==> src/addr_mux_pkg.sv <==
package addr_mux_pkg;
    // ------------------------------------------------------------
    // Register map, byte addresses
    // ------------------------------------------------------------
    localparam int ADDR_W = 6;
    localparam logic [ADDR_W-1:0] OFS_BUS_CTRL = 6'h00;
    localparam logic [ADDR_W-1:0] OFS_PA_PULLUP = 6'h04;
    localparam logic [ADDR_W-1:0] OFS_PA_FUNC = 6'h08;
    localparam logic [ADDR_W-1:0] OFS_PA_DIR = 6'h0C;
    localparam logic [ADDR_W-1:0] OFS_PA_DATA = 6'h10;
    localparam logic [ADDR_W-1:0] OFS_PA_PIN = 6'h14;
    localparam logic [ADDR_W-1:0] OFS_PE_PULLUP = 6'h18;
    localparam logic [ADDR_W-1:0] OFS_PE_FUNC = 6'h1C;
    localparam logic [ADDR_W-1:0] OFS_PE_DIR = 6'h20;
    localparam logic [ADDR_W-1:0] OFS_PE_DATA = 6'h24;
    localparam logic [ADDR_W-1:0] OFS_PE_PIN = 6'h28;

    // ------------------------------------------------------------
    // Field layout
    // ------------------------------------------------------------
    localparam int PORT_W = 16;
    localparam int DRIVE_HOLD_BIT = 0;
    localparam int PA_LSB = 8;
    localparam int PA_N = 6;
    localparam int PE_LSB = 2;
    localparam int PE_N = 2;
    localparam logic [PORT_W-1:0] PA_MASK = 16'h3F00;
    localparam logic [PORT_W-1:0] PE_MASK = 16'h000C;

    // ------------------------------------------------------------
    // Reset values
    // ------------------------------------------------------------
    localparam logic DRIVE_HOLD_RST = 1'b0;
    localparam logic [PORT_W-1:0] PULLUP_RST = 16'hFFFF;
    localparam logic [PORT_W-1:0] FUNC_RST = 16'hFFFF;
    localparam logic [PORT_W-1:0] DIR_RST = 16'h0000;
    localparam logic [PORT_W-1:0] DATA_RST = 16'h0000;

    // ------------------------------------------------------------
    // Bus answers
    // ------------------------------------------------------------
    localparam logic [1:0] RESP_OKAY = 2'h0;
    localparam logic [1:0] RESP_SLVERR = 2'h2;
endpackage

==> src/pin_sync.sv <==
`timescale 1ns/100ps
module pin_sync #(
    parameter int W = 8
) (
    input wire logic clk,
    input wire logic rst,
    input wire logic [W-1:0] d,
    output logic [W-1:0] q
);
    logic [W-1:0] meta_q;

    always_ff @(posedge clk) begin
        if (rst) begin
            meta_q <= '0;
            q <= '0;
        end else begin
            meta_q <= d;
            q <= meta_q;
        end
    end
endmodule

==> src/ext_address_pin_mux.sv <==
// Our own choices: the AXI4-Lite interface to the registers and the register addresses.
`timescale 1ns/100ps
// Contract
// - Address function drives memory address bits 0..5 on port A pins 8..13.
// - Address function drives memory address bits 6..7 on port E pins 2..3.
// - Idle bus tri-states address and control outputs unless bus_drive_hold set.
// - Each shared port A pin individually input or output in GPIO mode.
// - Each shared port E pin individually input or output in GPIO mode.
// - After reset every shared pin selects address-bus function.
// - Clearing port A pull-up bit (index = GPIO number, from 8) disables pull-up.
// - Clearing port E pull-up bit (index = GPIO number, from 2) disables pull-up.
module ext_address_pin_mux
    import addr_mux_pkg::*;
#(
    parameter int CTRL_W = 4
) (
    // Clock and reset
    input wire logic CLK_SYS,
    input wire logic RST,
    // AXI4-Lite slave
    input wire logic [ADDR_W-1:0] S_AXI_AWADDR,
    input wire logic S_AXI_AWVALID,
    output logic S_AXI_AWREADY,
    input wire logic [31:0] S_AXI_WDATA,
    input wire logic [3:0] S_AXI_WSTRB,
    input wire logic S_AXI_WVALID,
    output logic S_AXI_WREADY,
    output logic [1:0] S_AXI_BRESP,
    output logic S_AXI_BVALID,
    input wire logic S_AXI_BREADY,
    input wire logic [ADDR_W-1:0] S_AXI_ARADDR,
    input wire logic S_AXI_ARVALID,
    output logic S_AXI_ARREADY,
    output logic [31:0] S_AXI_RDATA,
    output logic [1:0] S_AXI_RRESP,
    output logic S_AXI_RVALID,
    input wire logic S_AXI_RREADY,
    // Memory interface side
    input wire logic [7:0] MEM_ADDR,
    input wire logic [CTRL_W-1:0] MEM_CTRL,
    input wire logic MEM_ACTIVE,
    // Port A shared pins (GPIO 8..13)
    input wire logic [PA_N-1:0] PA_IN,
    output logic [PA_N-1:0] PA_OUT,
    output logic [PA_N-1:0] PA_OE,
    output logic [PA_N-1:0] PA_PULLUP,
    // Port E shared pins (GPIO 2..3)
    input wire logic [PE_N-1:0] PE_IN,
    output logic [PE_N-1:0] PE_OUT,
    output logic [PE_N-1:0] PE_OE,
    output logic [PE_N-1:0] PE_PULLUP,
    // Memory control pins
    output logic [CTRL_W-1:0] CTRL_OUT,
    output logic [CTRL_W-1:0] CTRL_OE
);
    // ------------------------------------------------------------
    // Registers
    // ------------------------------------------------------------
    logic drive_hold_q;
    logic [PORT_W-1:0] pa_pullup_q, pa_func_q, pa_dir_q, pa_data_q;
    logic [PORT_W-1:0] pe_pullup_q, pe_func_q, pe_dir_q, pe_data_q;
    logic [PA_N-1:0] pa_sync;
    logic [PE_N-1:0] pe_sync;
    logic [PORT_W-1:0] pa_pin_w, pe_pin_w;

    // Byte-lane merge limited to the implemented bits
    function automatic logic [PORT_W-1:0] merge(input logic [PORT_W-1:0] old,
                                                input logic [31:0] wd,
                                                input logic [3:0] strb,
                                                input logic [PORT_W-1:0] mask);
        logic [PORT_W-1:0] lanes;
        lanes = {{8{strb[1]}}, {8{strb[0]}}} & mask;
        return (old & ~lanes) | (wd[PORT_W-1:0] & lanes);
    endfunction

    // ------------------------------------------------------------
    // Pin input synchronisers
    // ------------------------------------------------------------
    pin_sync #(.W(PA_N + PE_N)) u_sync (
        .clk(CLK_SYS),
        .rst(RST),
        .d({PE_IN, PA_IN}),
        .q({pe_sync, pa_sync})
    );

    assign pa_pin_w = PORT_W'({pa_sync, 8'h00});
    assign pe_pin_w = PORT_W'({pe_sync, 2'h0});

    // ------------------------------------------------------------
    // AXI4-Lite write path
    // ------------------------------------------------------------
    logic aw_held_q, w_held_q;
    logic [ADDR_W-1:0] aw_addr_q;
    logic [31:0] w_data_q;
    logic [3:0] w_strb_q;
    logic do_write, wr_hit;

    assign do_write = aw_held_q && w_held_q && !S_AXI_BVALID;

    always_comb begin
        case (aw_addr_q)
            OFS_BUS_CTRL, OFS_PA_PULLUP, OFS_PA_FUNC, OFS_PA_DIR, OFS_PA_DATA,
            OFS_PE_PULLUP, OFS_PE_FUNC, OFS_PE_DIR, OFS_PE_DATA: wr_hit = 1'b1;
            default: wr_hit = 1'b0;
        endcase
    end

    always_ff @(posedge CLK_SYS) begin
        if (RST) begin
            aw_held_q <= 1'b0;
            aw_addr_q <= '0;
            S_AXI_AWREADY <= 1'b0;
        end else if (S_AXI_AWREADY && S_AXI_AWVALID) begin
            aw_held_q <= 1'b1;
            aw_addr_q <= S_AXI_AWADDR;
            S_AXI_AWREADY <= 1'b0;
        end else if (do_write) begin
            aw_held_q <= 1'b0;
        end else begin
            S_AXI_AWREADY <= !aw_held_q;
        end
    end

    always_ff @(posedge CLK_SYS) begin
        if (RST) begin
            w_held_q <= 1'b0;
            w_data_q <= '0;
            w_strb_q <= '0;
            S_AXI_WREADY <= 1'b0;
        end else if (S_AXI_WREADY && S_AXI_WVALID) begin
            w_held_q <= 1'b1;
            w_data_q <= S_AXI_WDATA;
            w_strb_q <= S_AXI_WSTRB;
            S_AXI_WREADY <= 1'b0;
        end else if (do_write) begin
            w_held_q <= 1'b0;
        end else begin
            S_AXI_WREADY <= !w_held_q;
        end
    end

    always_ff @(posedge CLK_SYS) begin
        if (RST) begin
            S_AXI_BVALID <= 1'b0;
            S_AXI_BRESP <= RESP_OKAY;
        end else if (do_write) begin
            S_AXI_BVALID <= 1'b1;
            S_AXI_BRESP <= wr_hit ? RESP_OKAY : RESP_SLVERR;
        end else if (S_AXI_BREADY) begin
            S_AXI_BVALID <= 1'b0;
        end
    end

    // ------------------------------------------------------------
    // Configuration registers
    // ------------------------------------------------------------
    always_ff @(posedge CLK_SYS) begin
        if (RST) begin
            drive_hold_q <= DRIVE_HOLD_RST;
        end else if (do_write && aw_addr_q == OFS_BUS_CTRL && w_strb_q[0]) begin
            drive_hold_q <= w_data_q[DRIVE_HOLD_BIT];
        end
    end

    // Only the shared bits exist; the rest of each port lives elsewhere
    always_ff @(posedge CLK_SYS) begin
        if (RST) begin
            pa_pullup_q <= PULLUP_RST & PA_MASK;
            pa_func_q <= FUNC_RST & PA_MASK;
            pa_dir_q <= DIR_RST;
            pa_data_q <= DATA_RST;
        end else if (do_write) begin
            case (aw_addr_q)
                OFS_PA_PULLUP: pa_pullup_q <= merge(pa_pullup_q, w_data_q, w_strb_q, PA_MASK);
                OFS_PA_FUNC: pa_func_q <= merge(pa_func_q, w_data_q, w_strb_q, PA_MASK);
                OFS_PA_DIR: pa_dir_q <= merge(pa_dir_q, w_data_q, w_strb_q, PA_MASK);
                OFS_PA_DATA: pa_data_q <= merge(pa_data_q, w_data_q, w_strb_q, PA_MASK);
                default: ;
            endcase
        end
    end

    always_ff @(posedge CLK_SYS) begin
        if (RST) begin
            pe_pullup_q <= PULLUP_RST & PE_MASK;
            pe_func_q <= FUNC_RST & PE_MASK;
            pe_dir_q <= DIR_RST;
            pe_data_q <= DATA_RST;
        end else if (do_write) begin
            case (aw_addr_q)
                OFS_PE_PULLUP: pe_pullup_q <= merge(pe_pullup_q, w_data_q, w_strb_q, PE_MASK);
                OFS_PE_FUNC: pe_func_q <= merge(pe_func_q, w_data_q, w_strb_q, PE_MASK);
                OFS_PE_DIR: pe_dir_q <= merge(pe_dir_q, w_data_q, w_strb_q, PE_MASK);
                OFS_PE_DATA: pe_data_q <= merge(pe_data_q, w_data_q, w_strb_q, PE_MASK);
                default: ;
            endcase
        end
    end

    // ------------------------------------------------------------
    // AXI4-Lite read path
    // ------------------------------------------------------------
    logic [PORT_W-1:0] rd_val;
    logic rd_hit;

    always_comb begin
        rd_hit = 1'b1;
        case (S_AXI_ARADDR)
            OFS_BUS_CTRL: rd_val = PORT_W'(drive_hold_q);
            OFS_PA_PULLUP: rd_val = pa_pullup_q;
            OFS_PA_FUNC: rd_val = pa_func_q;
            OFS_PA_DIR: rd_val = pa_dir_q;
            OFS_PA_DATA: rd_val = pa_data_q;
            OFS_PA_PIN: rd_val = pa_pin_w;
            OFS_PE_PULLUP: rd_val = pe_pullup_q;
            OFS_PE_FUNC: rd_val = pe_func_q;
            OFS_PE_DIR: rd_val = pe_dir_q;
            OFS_PE_DATA: rd_val = pe_data_q;
            OFS_PE_PIN: rd_val = pe_pin_w;
            default: begin
                rd_val = '0;
                rd_hit = 1'b0;
            end
        endcase
    end

    always_ff @(posedge CLK_SYS) begin
        if (RST) begin
            S_AXI_ARREADY <= 1'b0;
            S_AXI_RVALID <= 1'b0;
            S_AXI_RDATA <= '0;
            S_AXI_RRESP <= RESP_OKAY;
        end else if (S_AXI_ARREADY && S_AXI_ARVALID) begin
            S_AXI_ARREADY <= 1'b0;
            S_AXI_RVALID <= 1'b1;
            S_AXI_RDATA <= {16'h0000, rd_val};
            S_AXI_RRESP <= rd_hit ? RESP_OKAY : RESP_SLVERR;
        end else if (S_AXI_RVALID) begin
            S_AXI_RVALID <= !S_AXI_RREADY;
        end else begin
            S_AXI_ARREADY <= 1'b1;
        end
    end

    // ------------------------------------------------------------
    // Pin multiplexing
    // ------------------------------------------------------------
    // Without drive hold the bus floats between accesses; the pull-ups
    // keep idle levels defined, but external decoders may still glitch.
    logic bus_drive;
    assign bus_drive = MEM_ACTIVE || drive_hold_q;

    always_ff @(posedge CLK_SYS) begin
        if (RST) begin
            PA_OUT <= '0;
            PA_OE <= '0;
            PA_PULLUP <= '1;
        end else begin
            for (int i = 0; i < PA_N; i++) begin
                if (pa_func_q[PA_LSB+i]) begin
                    PA_OUT[i] <= MEM_ADDR[i];
                    PA_OE[i] <= bus_drive;
                end else begin
                    PA_OUT[i] <= pa_data_q[PA_LSB+i];
                    PA_OE[i] <= pa_dir_q[PA_LSB+i];
                end
                PA_PULLUP[i] <= pa_pullup_q[PA_LSB+i];
            end
        end
    end

    // ------------------------------------------------------------
    // Port E pins
    // ------------------------------------------------------------
    always_ff @(posedge CLK_SYS) begin
        if (RST) begin
            PE_OUT <= '0;
            PE_OE <= '0;
            PE_PULLUP <= '1;
        end else begin
            for (int j = 0; j < PE_N; j++) begin
                if (pe_func_q[PE_LSB+j]) begin
                    PE_OUT[j] <= MEM_ADDR[PA_N+j];
                    PE_OE[j] <= bus_drive;
                end else begin
                    PE_OUT[j] <= pe_data_q[PE_LSB+j];
                    PE_OE[j] <= pe_dir_q[PE_LSB+j];
                end
                PE_PULLUP[j] <= pe_pullup_q[PE_LSB+j];
            end
        end
    end

    // ------------------------------------------------------------
    // Memory control pins
    // ------------------------------------------------------------
    always_ff @(posedge CLK_SYS) begin
        if (RST) begin
            CTRL_OUT <= '0;
            CTRL_OE <= '0;
        end else begin
            CTRL_OUT <= MEM_CTRL;
            CTRL_OE <= {CTRL_W{bus_drive}};
        end
    end
endmodule

==> config.mk <==
export PLATFORM = sky130hd
export DESIGN_NAME = ext_address_pin_mux
export DESIGN_NICKNAME = d
export VERILOG_FILES = /design/src/addr_mux_pkg.sv /design/src/pin_sync.sv /design/src/ext_address_pin_mux.sv
export SDC_FILE = /design/constraint.sdc
export NUM_CORES = 1
export LEC_CHECK = 0
export ABC_AREA = 1
export BUFFER_PORTS_ARGS = -buffer_cell sky130_fd_sc_hd__clkbuf_2
export CORE_MARGIN = 8
export CORE_UTILIZATION = 45
export CTS_BUF_LIST = sky130_fd_sc_hd__clkbuf_16
export CTS_CLUSTER_SIZE = 30
export DETAILED_ROUTE_END_ITERATION = 10
export PLACE_DENSITY_LB_ADDON = 0.1
export REMOVE_ABC_BUFFERS = 1
export SETUP_SLACK_MARGIN = 0.3
export SLEW_MARGIN = 20
export SYNTH_ARGS = -nofsm -noshare
export SYNTH_HDL_FRONTEND = slang
export SYNTH_SLANG_ARGS = --single-unit
==> constraint.sdc <==
create_clock -name CLK_SYS -period 1.45 [get_ports CLK_SYS]
set_input_delay 0.29 -clock CLK_SYS [delete_from_list [all_inputs] [get_ports CLK_SYS]]
set_output_delay 0.29 -clock CLK_SYS [all_outputs]
set_load 0.005 [all_outputs]
==> results_dict.tcl <==
set metrics [dict create \
    status "completed" \
    synthMuxAreaShare_pct 0 \
    diodes 0 \
    path_common_cell "nor2_4" \
    setup_viol 0 \
    area_delta_synth_final_pct 36.65 \
    leakage_nw 2.840 \
    max_clock_freq_mhz 765.1 \
    r2r-start "w_held_q" \
    ir_worst_vdd_mv 0.7093 \
    die_h_um 115.7 \
    hold_violations 0 \
    synth_cells 547 \
    wl_per_cell_um 14.46 \
    cp_slowest_cell "dfxtp_2" \
    cp_max_fo 6 \
    cp-end-kind "flop" \
    hold_path_class "in2reg" \
    coreArea_sq_mm 0.009729 \
    synth_compound_area_share_pct 17.38 \
    grt_usage_pct 17.71 \
    finalClockSkew_ns 0.007933 \
    gp_congestion 0.8043 \
    max-cap-violations 0 \
    syn-cell-area_sq_mm 0.004472 \
    drtAntennaViolNets 0 \
    insertion_delay_ns 0.40 \
    fin_area_sq_mm 0.006111 \
    yosys_warnings 0 \
    yosys.cell_types.count 27 \
    crit_start "w_held_q" \
    clockBufferDepth 2 \
    synth_xor_area_share_pct 0 \
    avgSynthCellArea_sq_um 8.175 \
    crit_type "reg2reg" \
    antenna_found_initial 0 \
    dr.first_iter.drc_count 175 \
    die_area_sq_mm 0.01338 \
    clk_pin_slew_ns 0.05 \
    drt_wl_total_um 11990 \
    r2r_cells 9 \
    synth_top_family_by_area "simple AND/OR/NAND/NOR gates" \
    dr.pass1.iters 4 \
    layout-drive-gt1-share_pct 36.49 \
    cp.arrival_ns 1.58 \
    port_buffers 98 \
    final_nets 760 \
    io_pins 149 \
    ys_seq_area_share_pct 50.59 \
    r2r_setup_slack_ns 0.14 \
    cpPeakStageDelay_ns 0.33 \
    ys_ff_latch 113 \
    rsz0062_at_grt "true" \
    post_synth_and_or_nand_nor_area_fraction_pct 19.67 \
    viasPerCell 4.887 \
    hold_buffers 0 \
    cts_tree "yes" \
    pwr_density_cell_mw_per_mm2 1239 \
    drv_slew 0 \
    synth_fa_ha_area_share_pct 0 \
    grt_max_degree 63 \
    num_rows 36 \
    fp.dieW_um 115.7 \
    drc 0 \
    initial_utilization_pct 45.96 \
    setup_ws_ns 0.1429 \
    h-tree-depth 4 \
    grt_pass1_wl_um 18600 \
    clock-root-buffer "clkbuf_16" \
    grt_pass1_vias 3915 \
    vias 4051 \
    required_ns 1.73 \
    cp_cell_sequence "inv_2 > nor2_4 > nand2_4 > nor2_4 > inv_2 > nor2_4 > buf_12 > buf_16 > a211oi_2" \
    fin_crit_sh_pct 90.14 \
    dpl-instance-area_sq_mm 0.005131 \
    cp-start-kind "flop" \
    cts_buffers 17 \
    place_ws_ns -0.04265 \
    dp_hpwl_um 7922 \
    layout_min_cycle_time_ns 1.307 \
    grt_overflow 0 \
    cts.sinks 113 \
]
-- cells by family (layout without fill, tap and decap cells) --
family                 Yosys count  count (layout)
AND/OR/NAND/NOR                183             183
buffers and inverters          112             237
AO/OA/AOI/OAI                  138             138
other                            1              25
flip-flops                     113             113
-- cell type report --
cell class                 instances  area, sq um
multi-input combinational        346         1854
clock inverter                    14        102.6
sequential                       113         2296
tap                              133        166.4
inverter                          61        235.2
timing repair buffer             145         1031
clock buffer                      17        425.4
fill                             870         3618
-- worst min-delay path by stage --
stage	startpoint	end	slack [ns]	cells past startpoint
after floorplan	RST	S_AXI_BVALID	0.36	1
after global placement	u_sync.meta_q[6]	u_sync.q[6]	0.40	2
after detailed placement	u_sync.meta_q[7]	u_sync.q[7]	0.40	2
after CTS	MEM_CTRL[0]	CTRL_OUT[0]	0.06	3
after global routing	MEM_CTRL[3]	CTRL_OUT[3]	0.07	3
final	MEM_CTRL[2]	CTRL_OUT[2]	0.08	3
-- timing repair --
action	4_1_cts	5_1_grt
pin swaps	7	10
resized for setup	35	55
gates cloned	1	1
endpoints found under the setup margin	54	73
buffers inserted	11	8
-- synthesized netlist by cell type --
cell type,count,area [sq um]
dfxtp_1,113,2262
nand4_1,13,81.33
nand2_2,2,12.51
inv_2,2,7.510
buf_4,29,217.7
o21ai_1,6,30.03
clkbuf_1,16,60.06
buf_6,2,22.52
clkinv_1,1,3.750
nor2_4,7,78.83
nand3_1,34,170.2
o211ai_1,17,127.6
nor3_4,1,16.27
or2_2,8,50.05
nand2_1,64,240.2
nor2_1,44,165.2
buf_2,4,20.02
a21oi_1,59,295.3
a211oi_1,4,30.03
a32oi_1,1,8.760
o21ai_0,47,235.2
conb_1,1,3.750
inv_1,58,217.7
nor2_2,7,43.79
nor3_1,2,10.01
a211oi_2,4,50.05
nand2_4,1,11.26
-- layout by cell type, fill, tap and decap left out, types with 2 or more instances in the layout --
cell,netlist,layout
a21oi_1,59,58
dfxtp_1,113,88
nand2_2,2,8
clkinvlp_4,0,2
a211oi_2,4,7
o21ai_0,47,46
nand2_1,64,57
clkinv_2,0,8
o211ai_1,17,17
nand3_1,34,32
buf_12,0,5
nor2_2,7,8
o21ai_1,6,7
buf_4,29,33
clkinv_4,0,2
clkbuf_2,0,86
clkbuf_16,0,17
nor2_1,44,38
nand2_4,1,2
inv_2,2,3
buf_6,2,20
or2_2,8,8
nor2_4,7,12
inv_1,58,57
nand4_1,13,13
dfxtp_2,0,24
conb_1,1,25
-- stage by stage --
step / hold WS (ns) / total power (W) / instances / setup TNS (ns) / util [%]
final: 0.07636 / 0.007572 / 829 / 0 / 62.81
after global routing: 0.07087 / 0.007874 / 829 / 0 / 62.81
after CTS: 0.06377 / 0.007581 / 820 / 0 / 60.34
after detailed placement: 0.3962 / 0.003874 / 777 / -0.07118 / 52.74
after global placement: 0.3967 / 0.003863 / 777 / 0 / 52.74
after floorplan: 0.3591 / 0.003592 / 520 / -0.003152 / -
-- worst max-delay path: cells and delay by family, from the launching register on --
family / cells / cell delay [ns]
and+or+nand+nor: 4 / 0.43
buffers and inverters: 4 / 0.37
DFF: 1 / 0.33
AOI/OAI and AO/OA: 1 / 0.06
-- report_power, final --
group          leakage, nW  internal [W]  switching, W
logic                 1.63      0.000263      0.000372
registers            0.934       0.00322     0.0000513
clock network        0.274       0.00230       0.00136
total                 2.84       0.00579       0.00179
-- metal layers --
layer / share of wire, % / up-vias / routed length [um] / GRT usage, %
li1: - / 2038 / - / -
met1: 43 / 1859 / 5106 / 20.66
met2: 49 / 128 / 5914 / 30.08
met3: 6.2 / 26 / 744 / 4.482
met4: 1.9 / 0 / 223 / 7.865
met5: 0 / - / 0 / 0
Power figures use the tool's default switching activity.
